**config.mk**
```make
export PLATFORM = sky130hd
export DESIGN_NAME = dcc_drive_flat
export DESIGN_NICKNAME = d
export VERILOG_FILES = /design/src/core/dcc_pkg.sv /design/src/core/dcc_link_if.sv /design/src/core/dcc_drive.sv /design/src/flat_wrapper.sv
export VERILOG_INCLUDE_DIRS = /design/src /design/src/core
export SDC_FILE = /design/constraint.sdc
export NUM_CORES = 1
export LEC_CHECK = 0
export BUFFER_PORTS_ARGS = -buffer_cell sky130_fd_sc_hd__buf_2
export CELL_PAD_IN_SITES_DETAIL_PLACEMENT = 0
export CELL_PAD_IN_SITES_GLOBAL_PLACEMENT = 1
export CORE_UTILIZATION = 36
export CTS_CLUSTER_DIAMETER = 60
export DETAILED_ROUTE_END_ITERATION = 10
export HOLD_SLACK_MARGIN = 0.06
export PLACE_DENSITY = 0.77
export SLEW_MARGIN = 20
export SYNTH_ARGS = -nofsm -noshare
export SYNTH_HDL_FRONTEND = slang
export SYNTH_SLANG_ARGS = --single-unit
```
**constraint.sdc**
```tcl
create_clock -name clk -period 1.7 [get_ports clk]
set_input_delay 0 -clock clk [delete_from_list [all_inputs] [get_ports clk]]
set_output_delay 0 -clock clk [all_outputs]
set_load 0.05 [all_outputs]
```
**src/core/dcc_consts.svh**
```systemverilog
`ifndef DCC_CONSTS_SVH
`define DCC_CONSTS_SVH

// ----------------------------------------
// Timing
// ----------------------------------------
`define DCC_CLK_MHZ 50
`define DCC_CYCLE_US 250
`define DCC_CYCLE_CYC (`DCC_CYCLE_US * `DCC_CLK_MHZ)
`define DCC_MDT_US 150
`define DCC_MDT_CYC (`DCC_MDT_US * `DCC_CLK_MHZ)
`define DCC_AT_US 20
`define DCC_AT_CYC (`DCC_AT_US * `DCC_CLK_MHZ)
`define DCC_ERR_LIMIT 2'd2

// ----------------------------------------
// Control word fields
// ----------------------------------------
`define DCC_CW_ON 15
`define DCC_CW_EN 14
`define DCC_CW_MODE_LO 8
`define DCC_CW_RT_LO 6
`define DCC_CW_MHS 5

// ----------------------------------------
// Status word fields
// ----------------------------------------
`define DCC_SW_RDY_OP 15
`define DCC_SW_RDY_PWR 14
`define DCC_SW_C1 13
`define DCC_SW_C2 12
`define DCC_SW_C3 11
`define DCC_SW_HALT 10
`define DCC_SW_MODE_LO 8
`define DCC_SW_RT_LO 6
`define DCC_SW_AHS 5
`define DCC_SW_MODE_ERR 4

// ----------------------------------------
// Supported modes and item list
// ----------------------------------------
`define DCC_MODES_SUPP 4'h7
`define DCC_ITEM_POS 16'h0010
`define DCC_ITEM_VEL 16'h0020
`define DCC_ITEM_TRQ 16'h0030
`define DCC_ITEM_NONE 16'hffff

// ----------------------------------------
// Controller registers
// ----------------------------------------
`define DCC_REG_CTRL 8'h00
`define DCC_REG_CMD_POS 8'h04
`define DCC_REG_CMD_VEL 8'h08
`define DCC_REG_CMD_TRQ 8'h0c
`define DCC_REG_SVC_TX 8'h10
`define DCC_REG_SVC_RX 8'h14
`define DCC_REG_STAT 8'h18
`define DCC_REG_FB_POS 8'h1c
`define DCC_REG_FB_VEL 8'h20
`define DCC_REG_FB_TRQ 8'h24
`define DCC_REG_IRQ_ST 8'h28
`define DCC_REG_IRQ_MASK 8'h2c
`define DCC_CR_PHASE 0
`define DCC_CR_ON 1
`define DCC_CR_EN 2
`define DCC_CR_MODE_LO 4
`define DCC_CR_RT_LO 6
`define DCC_CR_INJ 8
`define DCC_CR_RST 16'h0000
`define DCC_EV_AT 0
`define DCC_EV_SVC 1
`define DCC_EV_MISS 2
`define DCC_EV_HALT 3

`endif

```
**src/core/dcc_pkg.sv**
```systemverilog
package dcc_pkg;

    typedef enum logic [1:0] {
        DCC_TORQUE,
        DCC_VELOCITY,
        DCC_POSITION,
        DCC_INTERP
    } dcc_mode_t;

    typedef enum logic {
        AT_IDLE,
        AT_WAIT
    } dcc_at_st_t;

    function automatic logic dcc_mode_ok(input logic [3:0] supp,
                                         input dcc_mode_t m);
        dcc_mode_ok = supp[m];
    endfunction

endpackage

```
**src/core/dcc_link_if.sv**
```systemverilog
`timescale 1ns/1ps
interface dcc_link_if;
    logic sync;
    logic op_phase;
    logic mdt_valid;
    logic mdt_ok;
    logic [15:0] ctrl_word;
    logic [15:0] svc_m;
    logic [31:0] cmd_pos;
    logic [31:0] cmd_vel;
    logic [31:0] cmd_trq;
    logic at_valid;
    logic [15:0] status_word;
    logic [15:0] svc_a;
    logic [31:0] fb_pos;
    logic [31:0] fb_vel;
    logic [31:0] fb_trq;

    modport master (
        output sync, op_phase, mdt_valid, mdt_ok, ctrl_word, svc_m,
        output cmd_pos, cmd_vel, cmd_trq,
        input at_valid, status_word, svc_a, fb_pos, fb_vel, fb_trq
    );
    modport drive (
        input sync, op_phase, mdt_valid, mdt_ok, ctrl_word, svc_m,
        input cmd_pos, cmd_vel, cmd_trq,
        output at_valid, status_word, svc_a, fb_pos, fb_vel, fb_trq
    );
endinterface

```
**src/core/dcc_drive.sv**
```systemverilog
// Function
// - Cycles repeat at strictly equal intervals
// - Apply commands, capture feedback at sync
// - On error continue, reuse previous value
// - Repeated errors trigger predetermined fault reaction
// - Service transfers acknowledged or repeated
// - One control, one status word per cycle
// - Words split drive part, transmit part
// - Two real-time bits each way each cycle
// - Decode mode, drive on, enable commands
// - Status: three fault classes, ready flags
// - Cyclic configuration frozen after initialization
// - Declare supported subset of operating modes
// - Main mode plus secondary modes, switchable
// - Readable lists of supported items
// - Position mode takes velocity, torque feedforward
// - Halt after two consecutive bad transfers
// - Keep position command after halt; velocity, torque zeroed
`timescale 1ns/1ps
`include "dcc_consts.svh"
module dcc_drive (
    input wire logic clk,
    input wire logic reset_n,
    dcc_link_if.drive link,
    input wire logic [31:0] fb_pos,
    input wire logic [31:0] fb_vel,
    input wire logic [31:0] fb_trq,
    input wire logic [2:0] fault_class,
    input wire logic [1:0] rt_in,
    input wire dcc_pkg::dcc_mode_t cfg_main_mode,
    input wire dcc_pkg::dcc_mode_t cfg_sec_mode1,
    input wire dcc_pkg::dcc_mode_t cfg_sec_mode2,
    input wire dcc_pkg::dcc_mode_t cfg_sec_mode3,
    output logic [31:0] cmd_pos,
    output logic [31:0] cmd_vel,
    output logic [31:0] cmd_trq,
    output dcc_pkg::dcc_mode_t act_mode,
    output logic power_on,
    output logic torque_enable,
    output logic axis_halt,
    output logic [1:0] rt_out
);
    import dcc_pkg::*;

    // ----------------------------------------
    // State
    // ----------------------------------------
    logic [15:0] pend_cw_q;
    logic [31:0] pend_pos_q;
    logic [31:0] pend_vel_q;
    logic [31:0] pend_trq_q;
    logic got_q;
    logic [1:0] err_cnt_q;
    logic [1:0] err_cnt_d;
    logic halt_q;
    dcc_mode_t mode_tab_q [0:3];
    dcc_mode_t mode_q;
    logic mode_err_q;
    logic on_q;
    logic en_q;
    logic [1:0] rt_q;
    logic [1:0] rt_in_q;
    logic [31:0] cpos_q;
    logic [31:0] cvel_q;
    logic [31:0] ctrq_q;
    logic [31:0] fbc_pos_q;
    logic [31:0] fbc_vel_q;
    logic [31:0] fbc_trq_q;
    logic [15:0] svc_rep_q;
    logic ahs_q;
    dcc_at_st_t at_st_q;
    logic [9:0] at_cnt_q;
    logic at_v_q;
    logic [15:0] sw_q;
    logic [15:0] sw_d;

    // ----------------------------------------
    // Supported item list
    // ----------------------------------------
    function automatic logic [15:0] list_entry(input logic [7:0] idx);
        case (idx)
            8'h00: list_entry = {12'h000, `DCC_MODES_SUPP};
            8'h01: list_entry = `DCC_ITEM_POS;
            8'h02: list_entry = `DCC_ITEM_VEL;
            8'h03: list_entry = `DCC_ITEM_TRQ;
            default: list_entry = `DCC_ITEM_NONE;
        endcase
    endfunction

    // ----------------------------------------
    // Decode
    // ----------------------------------------
    wire mdt_good = link.mdt_valid && link.mdt_ok;
    wire sync = link.sync;
    wire fresh = got_q;
    wire counting = link.op_phase;
    wire [1:0] mode_sel = pend_cw_q[`DCC_CW_MODE_LO +: 2];
    wire dcc_mode_t req_mode = mode_tab_q[mode_sel];
    wire req_ok = dcc_mode_ok(`DCC_MODES_SUPP, req_mode);
    wire new_req = link.ctrl_word[`DCC_CW_MHS] != ahs_q;
    wire svc_take = mdt_good && new_req;
    wire halt_set = sync && counting && !fresh
        && err_cnt_d == `DCC_ERR_LIMIT;
    wire halt_clr = sync && fresh && !pend_cw_q[`DCC_CW_ON];

    always_comb begin
        if (!counting || fresh) begin
            err_cnt_d = 2'd0;
        end else if (err_cnt_q == `DCC_ERR_LIMIT) begin
            err_cnt_d = err_cnt_q;
        end else begin
            err_cnt_d = err_cnt_q + 2'd1;
        end
    end

    // ----------------------------------------
    // Command reception
    // ----------------------------------------
    always_ff @(posedge clk or negedge reset_n) begin
        if (!reset_n) begin
            pend_cw_q <= 16'h0000;
            pend_pos_q <= 32'h00000000;
            pend_vel_q <= 32'h00000000;
            pend_trq_q <= 32'h00000000;
            got_q <= 1'b0;
        end else begin
            // Bad telegram leaves the last valid values in place
            if (mdt_good) begin
                pend_cw_q <= link.ctrl_word;
                pend_pos_q <= link.cmd_pos;
                pend_vel_q <= link.cmd_vel;
                pend_trq_q <= link.cmd_trq;
            end
            got_q <= mdt_good || (got_q && !sync);
        end
    end

    // ----------------------------------------
    // Configuration, frozen in operation
    // ----------------------------------------
    always_ff @(posedge clk or negedge reset_n) begin
        if (!reset_n) begin
            mode_tab_q[0] <= DCC_TORQUE;
            mode_tab_q[1] <= DCC_TORQUE;
            mode_tab_q[2] <= DCC_TORQUE;
            mode_tab_q[3] <= DCC_TORQUE;
        end else if (!link.op_phase) begin
            mode_tab_q[0] <= cfg_main_mode;
            mode_tab_q[1] <= cfg_sec_mode1;
            mode_tab_q[2] <= cfg_sec_mode2;
            mode_tab_q[3] <= cfg_sec_mode3;
        end
    end

    // ----------------------------------------
    // Apply at the cycle boundary
    // ----------------------------------------
    always_ff @(posedge clk or negedge reset_n) begin
        if (!reset_n) begin
            err_cnt_q <= 2'd0;
            halt_q <= 1'b0;
            mode_q <= DCC_TORQUE;
            mode_err_q <= 1'b0;
            on_q <= 1'b0;
            en_q <= 1'b0;
            rt_q <= 2'b00;
            cpos_q <= 32'h00000000;
            cvel_q <= 32'h00000000;
            ctrq_q <= 32'h00000000;
        end else if (sync) begin
            err_cnt_q <= err_cnt_d;
            if (halt_set) begin
                halt_q <= 1'b1;
            end else if (halt_clr) begin
                halt_q <= 1'b0;
            end
            if (fresh) begin
                if (req_ok) begin
                    mode_q <= req_mode;
                end
                mode_err_q <= !req_ok;
                on_q <= pend_cw_q[`DCC_CW_ON];
                en_q <= pend_cw_q[`DCC_CW_EN];
                rt_q <= pend_cw_q[`DCC_CW_RT_LO +: 2];
                cpos_q <= pend_pos_q;
                cvel_q <= pend_vel_q;
                ctrq_q <= pend_trq_q;
            end
            if (halt_set || halt_q) begin
                en_q <= 1'b0;
                cvel_q <= 32'h00000000;
                ctrq_q <= 32'h00000000;
            end
        end
    end

    // ----------------------------------------
    // Service channel
    // ----------------------------------------
    always_ff @(posedge clk or negedge reset_n) begin
        if (!reset_n) begin
            svc_rep_q <= 16'h0000;
            ahs_q <= 1'b0;
        end else if (svc_take) begin
            svc_rep_q <= list_entry(link.svc_m[7:0]);
            ahs_q <= link.ctrl_word[`DCC_CW_MHS];
        end
    end

    // ----------------------------------------
    // Feedback capture and answer telegram
    // ----------------------------------------
    always_comb begin
        sw_d = 16'h0000;
        sw_d[`DCC_SW_RDY_OP] = on_q && en_q && !halt_q && !fault_class[0];
        sw_d[`DCC_SW_RDY_PWR] = !halt_q && !fault_class[0];
        sw_d[`DCC_SW_C1] = fault_class[0] || halt_q;
        sw_d[`DCC_SW_C2] = fault_class[1];
        sw_d[`DCC_SW_C3] = fault_class[2];
        sw_d[`DCC_SW_HALT] = halt_q;
        sw_d[`DCC_SW_MODE_LO +: 2] = mode_q;
        sw_d[`DCC_SW_RT_LO +: 2] = rt_in_q;
        sw_d[`DCC_SW_AHS] = ahs_q;
        sw_d[`DCC_SW_MODE_ERR] = mode_err_q;
    end

    wire at_fire = at_st_q == AT_WAIT
        && at_cnt_q == 10'(`DCC_AT_CYC - 1);

    always_ff @(posedge clk or negedge reset_n) begin
        if (!reset_n) begin
            fbc_pos_q <= 32'h00000000;
            fbc_vel_q <= 32'h00000000;
            fbc_trq_q <= 32'h00000000;
            rt_in_q <= 2'b00;
        end else if (sync) begin
            fbc_pos_q <= fb_pos;
            fbc_vel_q <= fb_vel;
            fbc_trq_q <= fb_trq;
            rt_in_q <= rt_in;
        end
    end

    always_ff @(posedge clk or negedge reset_n) begin
        if (!reset_n) begin
            at_st_q <= AT_IDLE;
            at_cnt_q <= 10'h000;
            at_v_q <= 1'b0;
            sw_q <= 16'h0000;
        end else begin
            at_v_q <= at_fire;
            if (at_fire) begin
                sw_q <= sw_d;
            end
            case (at_st_q)
                AT_IDLE: begin
                    at_cnt_q <= 10'h000;
                    if (sync) at_st_q <= AT_WAIT;
                end
                AT_WAIT: begin
                    at_cnt_q <= at_cnt_q + 10'h001;
                    if (at_fire) at_st_q <= AT_IDLE;
                end
                default: at_st_q <= AT_IDLE;
            endcase
        end
    end

    assign link.at_valid = at_v_q;
    assign link.status_word = sw_q;
    assign link.svc_a = svc_rep_q;
    assign link.fb_pos = fbc_pos_q;
    assign link.fb_vel = fbc_vel_q;
    assign link.fb_trq = fbc_trq_q;
    assign cmd_pos = cpos_q;
    assign cmd_vel = cvel_q;
    assign cmd_trq = ctrq_q;
    assign act_mode = mode_q;
    assign power_on = on_q;
    assign torque_enable = en_q;
    assign axis_halt = halt_q;
    assign rt_out = rt_q;
endmodule

```
**src/flat_wrapper.sv**
```systemverilog
// flat-port wrapper written by rule: the top's interface ports become plain ports
module dcc_drive_flat import dcc_pkg::*;
  (clk, reset_n, fb_pos, fb_vel, fb_trq, fault_class, rt_in, cfg_main_mode, cfg_sec_mode1, cfg_sec_mode2, cfg_sec_mode3, cmd_pos, cmd_vel, cmd_trq, act_mode, power_on, torque_enable, axis_halt, rt_out, link_sync, link_op_phase, link_mdt_valid, link_mdt_ok, link_ctrl_word, link_svc_m, link_cmd_pos, link_cmd_vel, link_cmd_trq, link_at_valid, link_status_word, link_svc_a, link_fb_pos, link_fb_vel, link_fb_trq);
  dcc_link_if link_i ();
  input wire logic clk;
  input wire logic reset_n;
  input wire logic [31:0] fb_pos;
  input wire logic [31:0] fb_vel;
  input wire logic [31:0] fb_trq;
  input wire logic [2:0] fault_class;
  input wire logic [1:0] rt_in;
  input wire dcc_pkg::dcc_mode_t cfg_main_mode;
  input wire dcc_pkg::dcc_mode_t cfg_sec_mode1;
  input wire dcc_pkg::dcc_mode_t cfg_sec_mode2;
  input wire dcc_pkg::dcc_mode_t cfg_sec_mode3;
  output logic [31:0] cmd_pos;
  output logic [31:0] cmd_vel;
  output logic [31:0] cmd_trq;
  output dcc_pkg::dcc_mode_t act_mode;
  output logic power_on;
  output logic torque_enable;
  output logic axis_halt;
  output logic [1:0] rt_out;
  input wire logic [$bits(link_i.sync)-1:0] link_sync;
  input wire logic [$bits(link_i.op_phase)-1:0] link_op_phase;
  input wire logic [$bits(link_i.mdt_valid)-1:0] link_mdt_valid;
  input wire logic [$bits(link_i.mdt_ok)-1:0] link_mdt_ok;
  input wire logic [$bits(link_i.ctrl_word)-1:0] link_ctrl_word;
  input wire logic [$bits(link_i.svc_m)-1:0] link_svc_m;
  input wire logic [$bits(link_i.cmd_pos)-1:0] link_cmd_pos;
  input wire logic [$bits(link_i.cmd_vel)-1:0] link_cmd_vel;
  input wire logic [$bits(link_i.cmd_trq)-1:0] link_cmd_trq;
  output wire logic [$bits(link_i.at_valid)-1:0] link_at_valid;
  output wire logic [$bits(link_i.status_word)-1:0] link_status_word;
  output wire logic [$bits(link_i.svc_a)-1:0] link_svc_a;
  output wire logic [$bits(link_i.fb_pos)-1:0] link_fb_pos;
  output wire logic [$bits(link_i.fb_vel)-1:0] link_fb_vel;
  output wire logic [$bits(link_i.fb_trq)-1:0] link_fb_trq;
  assign link_i.sync = link_sync;
  assign link_i.op_phase = link_op_phase;
  assign link_i.mdt_valid = link_mdt_valid;
  assign link_i.mdt_ok = link_mdt_ok;
  assign link_i.ctrl_word = link_ctrl_word;
  assign link_i.svc_m = link_svc_m;
  assign link_i.cmd_pos = link_cmd_pos;
  assign link_i.cmd_vel = link_cmd_vel;
  assign link_i.cmd_trq = link_cmd_trq;
  assign link_at_valid = link_i.at_valid;
  assign link_status_word = link_i.status_word;
  assign link_svc_a = link_i.svc_a;
  assign link_fb_pos = link_i.fb_pos;
  assign link_fb_vel = link_i.fb_vel;
  assign link_fb_trq = link_i.fb_trq;
  dcc_drive u_core (.clk(clk), .reset_n(reset_n), .link(link_i), .fb_pos(fb_pos), .fb_vel(fb_vel), .fb_trq(fb_trq), .fault_class(fault_class), .rt_in(rt_in), .cfg_main_mode(cfg_main_mode), .cfg_sec_mode1(cfg_sec_mode1), .cfg_sec_mode2(cfg_sec_mode2), .cfg_sec_mode3(cfg_sec_mode3), .cmd_pos(cmd_pos), .cmd_vel(cmd_vel), .cmd_trq(cmd_trq), .act_mode(act_mode), .power_on(power_on), .torque_enable(torque_enable), .axis_halt(axis_halt), .rt_out(rt_out));
endmodule
```
* Word-level counts from Yosys, hierarchy flattened *
Index checks and enable logic that the tools add are counted.

storage, ports and cells
  bits in registers = 366
  input port bits = 243

cells by class
  add/subtract/negate cells = 2
  magnitude comparators = 2
  equality and inequality tests = 7
  mux-type cells = 20
  bitwise logic cells = 2
  reductions and logical operators = 31

operators by type and width
  operator                                                              number
  32-bit two-way mux                                                    4
  16-bit case mux with 4 select lines                                   1
  10-bit case mux with 2 select lines                                   1
  8-bit by 2-bit == test with 1-bit output, second input constant       2
  1-bit logical AND                                                     13
  10-bit by 1-bit adder with 10-bit output, second input constant       1
  10-bit == test, second input constant                                 1
  8-bit by 1-bit == test with 1-bit output, second input constant       1
  8-bit zero test                                                       1
  2-bit two-way mux                                                     4
  1-bit zero test                                                       7
  1-bit two-way mux                                                     7
  2-bit AND reduction                                                   3
  2-bit binary-select mux with 2-bit select                             1
  2-bit == test, second input constant                                  2
  1-bit logical OR                                                      4
  2-bit nonzero test                                                    2
  3-bit greater-or-equal comparator, second input constant              1
  2-bit by 3-bit < comparator with 1-bit output, second input constant  1
  2-bit NOT with 3-bit output                                           1
  3-bit AND reduction                                                   1
  2-bit by 1-bit adder with 2-bit output, second input constant         1
  1-bit binary-select mux with 2-bit select                             1
  1-bit case mux with 2 select lines                                    1
  other kinds (2)                                                       2

* Logic depth before layout (Yosys ltp) *
  word-level depth = 8
  depth in mapped cells = 7
  depth with buffers taken out = 5

* Worst setup path after synthesis *
OpenSTA, ideal clock, no wires.

  path type = reg2reg
  start point = register u_core.err_cnt_q[0]
  end point = register u_core.ctrq_q[0], in the netlist u_core.cmd_trq[0]
  library setup time = 67 ps
  arrival time = 1575 ps
  data required time = 1633 ps
  path slack = 58 ps
  stages on the path, launching flop included = 8
  buffers on the path = 2
  clock period less this slack = 1642 ps
  cell sequence = dfrtp_1 -> inv_1 -> ha_1 -> and3b_1 -> o31ai_1 -> buf_2 -> buf_2 -> a22o_1

on the way
  word-level cells in the longest chain between the ends = 8
  elaborated cells between the ends (all ways) = 10
  those cells by class = add/sub (1); eq/ne (2); mux (3); reduce/logical (4)

RTL lines
  what                                                                            RTL line          RTL
  start: declaration                                                              dcc_drive.sv:53   logic [1:0] err_cnt_q;
  start signal: assignment                                                        dcc_drive.sv:171  err_cnt_q <= err_cnt_d;
  2-bit by 1-bit adder with 2-bit output / 2-bit == test (equally long branches)  --
  2-bit two-way mux *                                                             dcc_drive.sv:109  end else if (err_cnt_q == `DCC_ERR_LIMIT) begin
  2-bit two-way mux *                                                             dcc_drive.sv:107  if (!counting || fresh) begin
  2-bit == test (no source line) *                                                --
  1-bit logical AND (no source line) *                                            --
  1-bit logical OR *                                                              dcc_drive.sv:189  if (halt_set || halt_q) begin
  2-bit nonzero test (no source line)                                             --
  2-bit AND reduction (no source line)                                            --
  end signal: assignment                                                          dcc_drive.sv:187  ctrq_q <= pend_trq_q;
  end: declaration                                                                dcc_drive.sv:65   logic [31:0] ctrq_q;

Mark *: on every way between the ends. The rest lies on a longest branch, timed or not.
A chain may end at the register's enable or synchronous reset.

* Worst setup path in the final report *
  start point = register u_core.err_cnt_q[1]
  end point = register u_core.ctrq_q[3], in the netlist u_core.cmd_trq[3]

The elaborated chain is that of the path after synthesis.

==> impl_metrics.csv <==
group,metric,value,unit
outcome,status,"finished with violations",
outcome,violations,"setup timing",
power,ir_worst_vdd,0.000931,V
setup_path,crit_family,"buffers and inverters",
finish,drive_gt1_share,53.5,%
logic_synthesis,yosysUniqueCellTypes,37,
floorplanning,rows,69,
drt,vias,9384,
clock_tree,cts-root-buf,"clkbuf_16",
logic_synthesis,postSynthCellCount,804,
sta,fin_setup_tns,-0.0247,ns
clock_tree,cts_made_buffers,40,
floorplanning,die_x,192,um
setup_path,path_class,"flop to flop",
setup_path,required,2.16,ns
clock_tree,max-clock-path-buffers,3,
setup_path,r2r_start,"u_core.err_cnt_q[1]$_DFFE_PN0P_",
sta,setup_viol,3,
global_routing,grt_antenna_before_repair,3,
sta,finalMaxSlewViolations,0,
setup_path,path_depth,7,
sta,skew,0.0184,ns
floorplanning,io_pins,475,
placed_design,place_hpwl,22.5,mm
clock_tree,cts_tree,"done",
drt,wl,35.4,mm
setup_path,crit_fanout,6,
clock_tree,cts.sinks,344,
power,leakage,9.48,nW
logic_synthesis,synthFlopType,"dfrtp_1",
clock_tree,h-tree-depth,2,
job,maxCapViolCount,0,
min_path,min-delay-start,"link_mdt_ok",
placed_design,portBuffers,453,
global_routing,grt_first_pass_wirelength,53.8,mm
floorplanning,initial_core_util,36.5,%
min_path,hold_path_class,"primary input to flop",
setup_path,setup.worst_path.end_class,"flop",
logic_synthesis,ys_seq_elements,344,
drt,dr.pass1.iters,4,
setup_path,crit_buf_inv,3,
logic_synthesis,synth-async-reset-ratio,100,%
sta,final_hold_viol_count,0,
sta,holdWs,0.200,ns
setup_path,slowest_delay,0.37,ns
global_routing,grt_max_degree,73,
min_path,holdPathStages,3,
logic_synthesis,ys_seq_area_share,66.5,%
logic_synthesis,yosys.cell_count.top_type,"dfrtp_1",
setup_path,cp.arrival,2.18,ns
sta,rsz0062_at_grt,"yes",
logic_synthesis,synth_common_cells,"dfrtp_1 (344), mux2_2 (249), a22o_1 (65), buf_2 (28), buf_4 (18)",
finish,area_delta_synth_final,52.7,%
sta,slew_headroom,66.7,%
drt,postRouteAntennaNets,0,
logic_synthesis,synth_top_area_cell,"dfrtp_1",
finish,utilization,55.7,%
global_routing,grt.total_usage,18.8,%
clock_tree,clk_pin_slew,0.06,ns
sta,fin_crit,1.71,ns
global_routing,grt_pass1_vias,10300,
setup_path,cp-start-kind,"flop",
logic_synthesis,synth_area_leaders,"dfrtp_1 (67%), mux2_2 (22%), a22o_1 (4.4%)",
setup_path,worstPathCellList,"inv_2, ha_4, and3b_2, o31ai_4, buf_6, clkbuf_16, a22o_1",
sta,fin_ws,-0.0144,ns
setup_path,crit_start,"u_core.err_cnt_q[1]$_DFFE_PN0P_",
drt,routed_via_density,4.67,
clock_tree,clock_latency,0.54,ns
floorplanning,core_region_area,35500,sq um
logic_synthesis,synth_area_per_cell,16.1,sq um
power,powerDensity,1220,nW/um^2
placed_design,gp_congestion,0.763,
sta,period_share,101,%
sta,clock.fmax,583,MHz
setup_path,slowest_stage,"dfrtp_1",
logic_synthesis,ys.warnings.count,0,
logic_synthesis,synth-edff-count,0,
global_routing,overflow,0,
drt,drt_iter0_markers,306,
drt,wl_per_cell,17.6,um
logic_synthesis,netlist.area_leader.share,66.5,%
drt,drc,0,
logic_synthesis,synth_area,12900,sq um
placed_design,pre_cts_ws,-0.0119,ns
setup_path,r2r_cells,7,
floorplanning,die-area,36700,sq um
floorplanning,die_y,192,um
finish,layout.nets,1764,
sta,worst_pin_slew,0.499,ns
[worst register-to-register path: cells and delay by family (launching register included)]
family,cells,cell delay [ns]
adder cells (fa/ha/maj),1,0.20
flip-flops,1,0.37
buffers and inverters,3,0.45
AND/OR/NAND/NOR,1,0.22
AO/OA/AOI/OAI,2,0.42
[cell type report]
cell class	count	area, sq um
antenna	2	5.00
clock buffer	57	1190
clock inverter	13	125
fill	2833	15700
inverter	7	26.3
multi-input combinational	394	4020
sequential	344	8610
tap	461	577
timing repair buffer	732	5210
[final timing paths]
path / to / slack [ns]
setup / recovery: u_core.cmd_trq[3]$_DFFE_PN0P_ / -0.01
setup reg to reg: u_core.cmd_trq[3]$_DFFE_PN0P_ / -0.01
hold reg to reg: u_core.at_cnt_q[0]$_DFF_PN0_ / 0.47
min in group asynchronous: u_core.pend_trq_q[7]$_DFFE_PN0P_ / 0.54
max in group asynchronous: u_core.at_st_q$_DFF_PN0_ / 0.41
hold / removal: u_core.pend_pos_q[19]$_DFFE_PN0P_ / 0.20
[per-layer routing]
metal / part of all wire (%) / wire length [um] / track usage (%) / vias up
li1: - / - / - / 4310
met1: 40 / 14200 / 22.0 / 4705
met2: 51 / 17900 / 32.6 / 276
met3: 5.1 / 1790 / 4.13 / 91
met4: 4.1 / 1450 / 9.00 / 2
met5: 0.048 / 17 / 0 / -
[power by group]
| part | switching (mW) | internal (mW) |
|---|---|---|
| clock | 3.31 | 5.15 |
| sequential | 0.569 | 9.24 |
| combinational | 3.70 | 2.07 |
[timing repair]
action | CTS | global route
resized for setup | 0 | 10
buffers inserted | 0 | 3
pin swaps | 0 | 49
endpoints found under the setup margin | 5 | 66
gates cloned | 0 | 7
hold buffers | 239 | 0
endpoints found under the hold margin | 566 | 0
[metrics by stage]
step	instance area [sq um]	std cells	power (mW)
after floorplan	13000	807	13.5
after global placement	15900	1689	15.0
after detailed placement	15900	1689	15.1
after CTS	19600	1998	24.2
after global routing	19800	2010	25.0
final	19800	2010	24.0
[cells in the final DEF, fill, tap and decap left out, types with 2 or more instances in the layout]
master           n
mux2_2         248
nor2_1           9
nand3_1          3
or4_1            2
clkbuf_8        10
mux2_4           8
a22o_1          65
xnor2_1          2
buf_4           21
o21ai_0          9
conb_1           4
nand4_1          3
clkbuf_16       45
inv_1            5
clkinv_2         8
xor2_1           2
a21oi_1          7
mux4_2           2
diode_2          2
nand2_1          4
o22a_1           4
or3_1            2
dlygate4sd3_1  239
buf_2          451
bufinv_16        2
buf_6            4
dfrtp_1        344
o31ai_1          2
inv_2            2
clkbuf_1         6
buf_12          12
[registers in the layout (all words and copies together) (netlist names), 2 cells and up]
name                     flops
u_core.pend_trq_q           32
u_core.pend_vel_q           32
u_core.pend_cw_q             6
u_core.pend_pos_q           32
u_core.link.fb_trq          32
u_core.link.svc_a            4
u_core.mode_tab_q            8
u_core.cmd_trq              32
u_core.at_cnt_q             10
u_core.link.status_word     12
u_core.err_cnt_q             2
u_core.cmd_vel              32
u_core.rt_out                2
u_core.link.fb_vel          32
u_core.link.fb_pos          32
u_core.cmd_pos              32
u_core.act_mode              2
u_core.rt_in_q               2
[kinds of logic after synthesis]
group	count (synthesis)	share of synthesized area [%]
muxes	259	22.9
AOI/OAI and AO/OA	90	5.58
xor gates and xnor gates	4	0.271
buffers and inverters	69	2.88
DFF	344	66.5
and+or+nand+nor	35	1.62
adders and majority gates	2	0.193
other	1	0.0290
No activity file was read; power rests on OpenSTA's default activity.
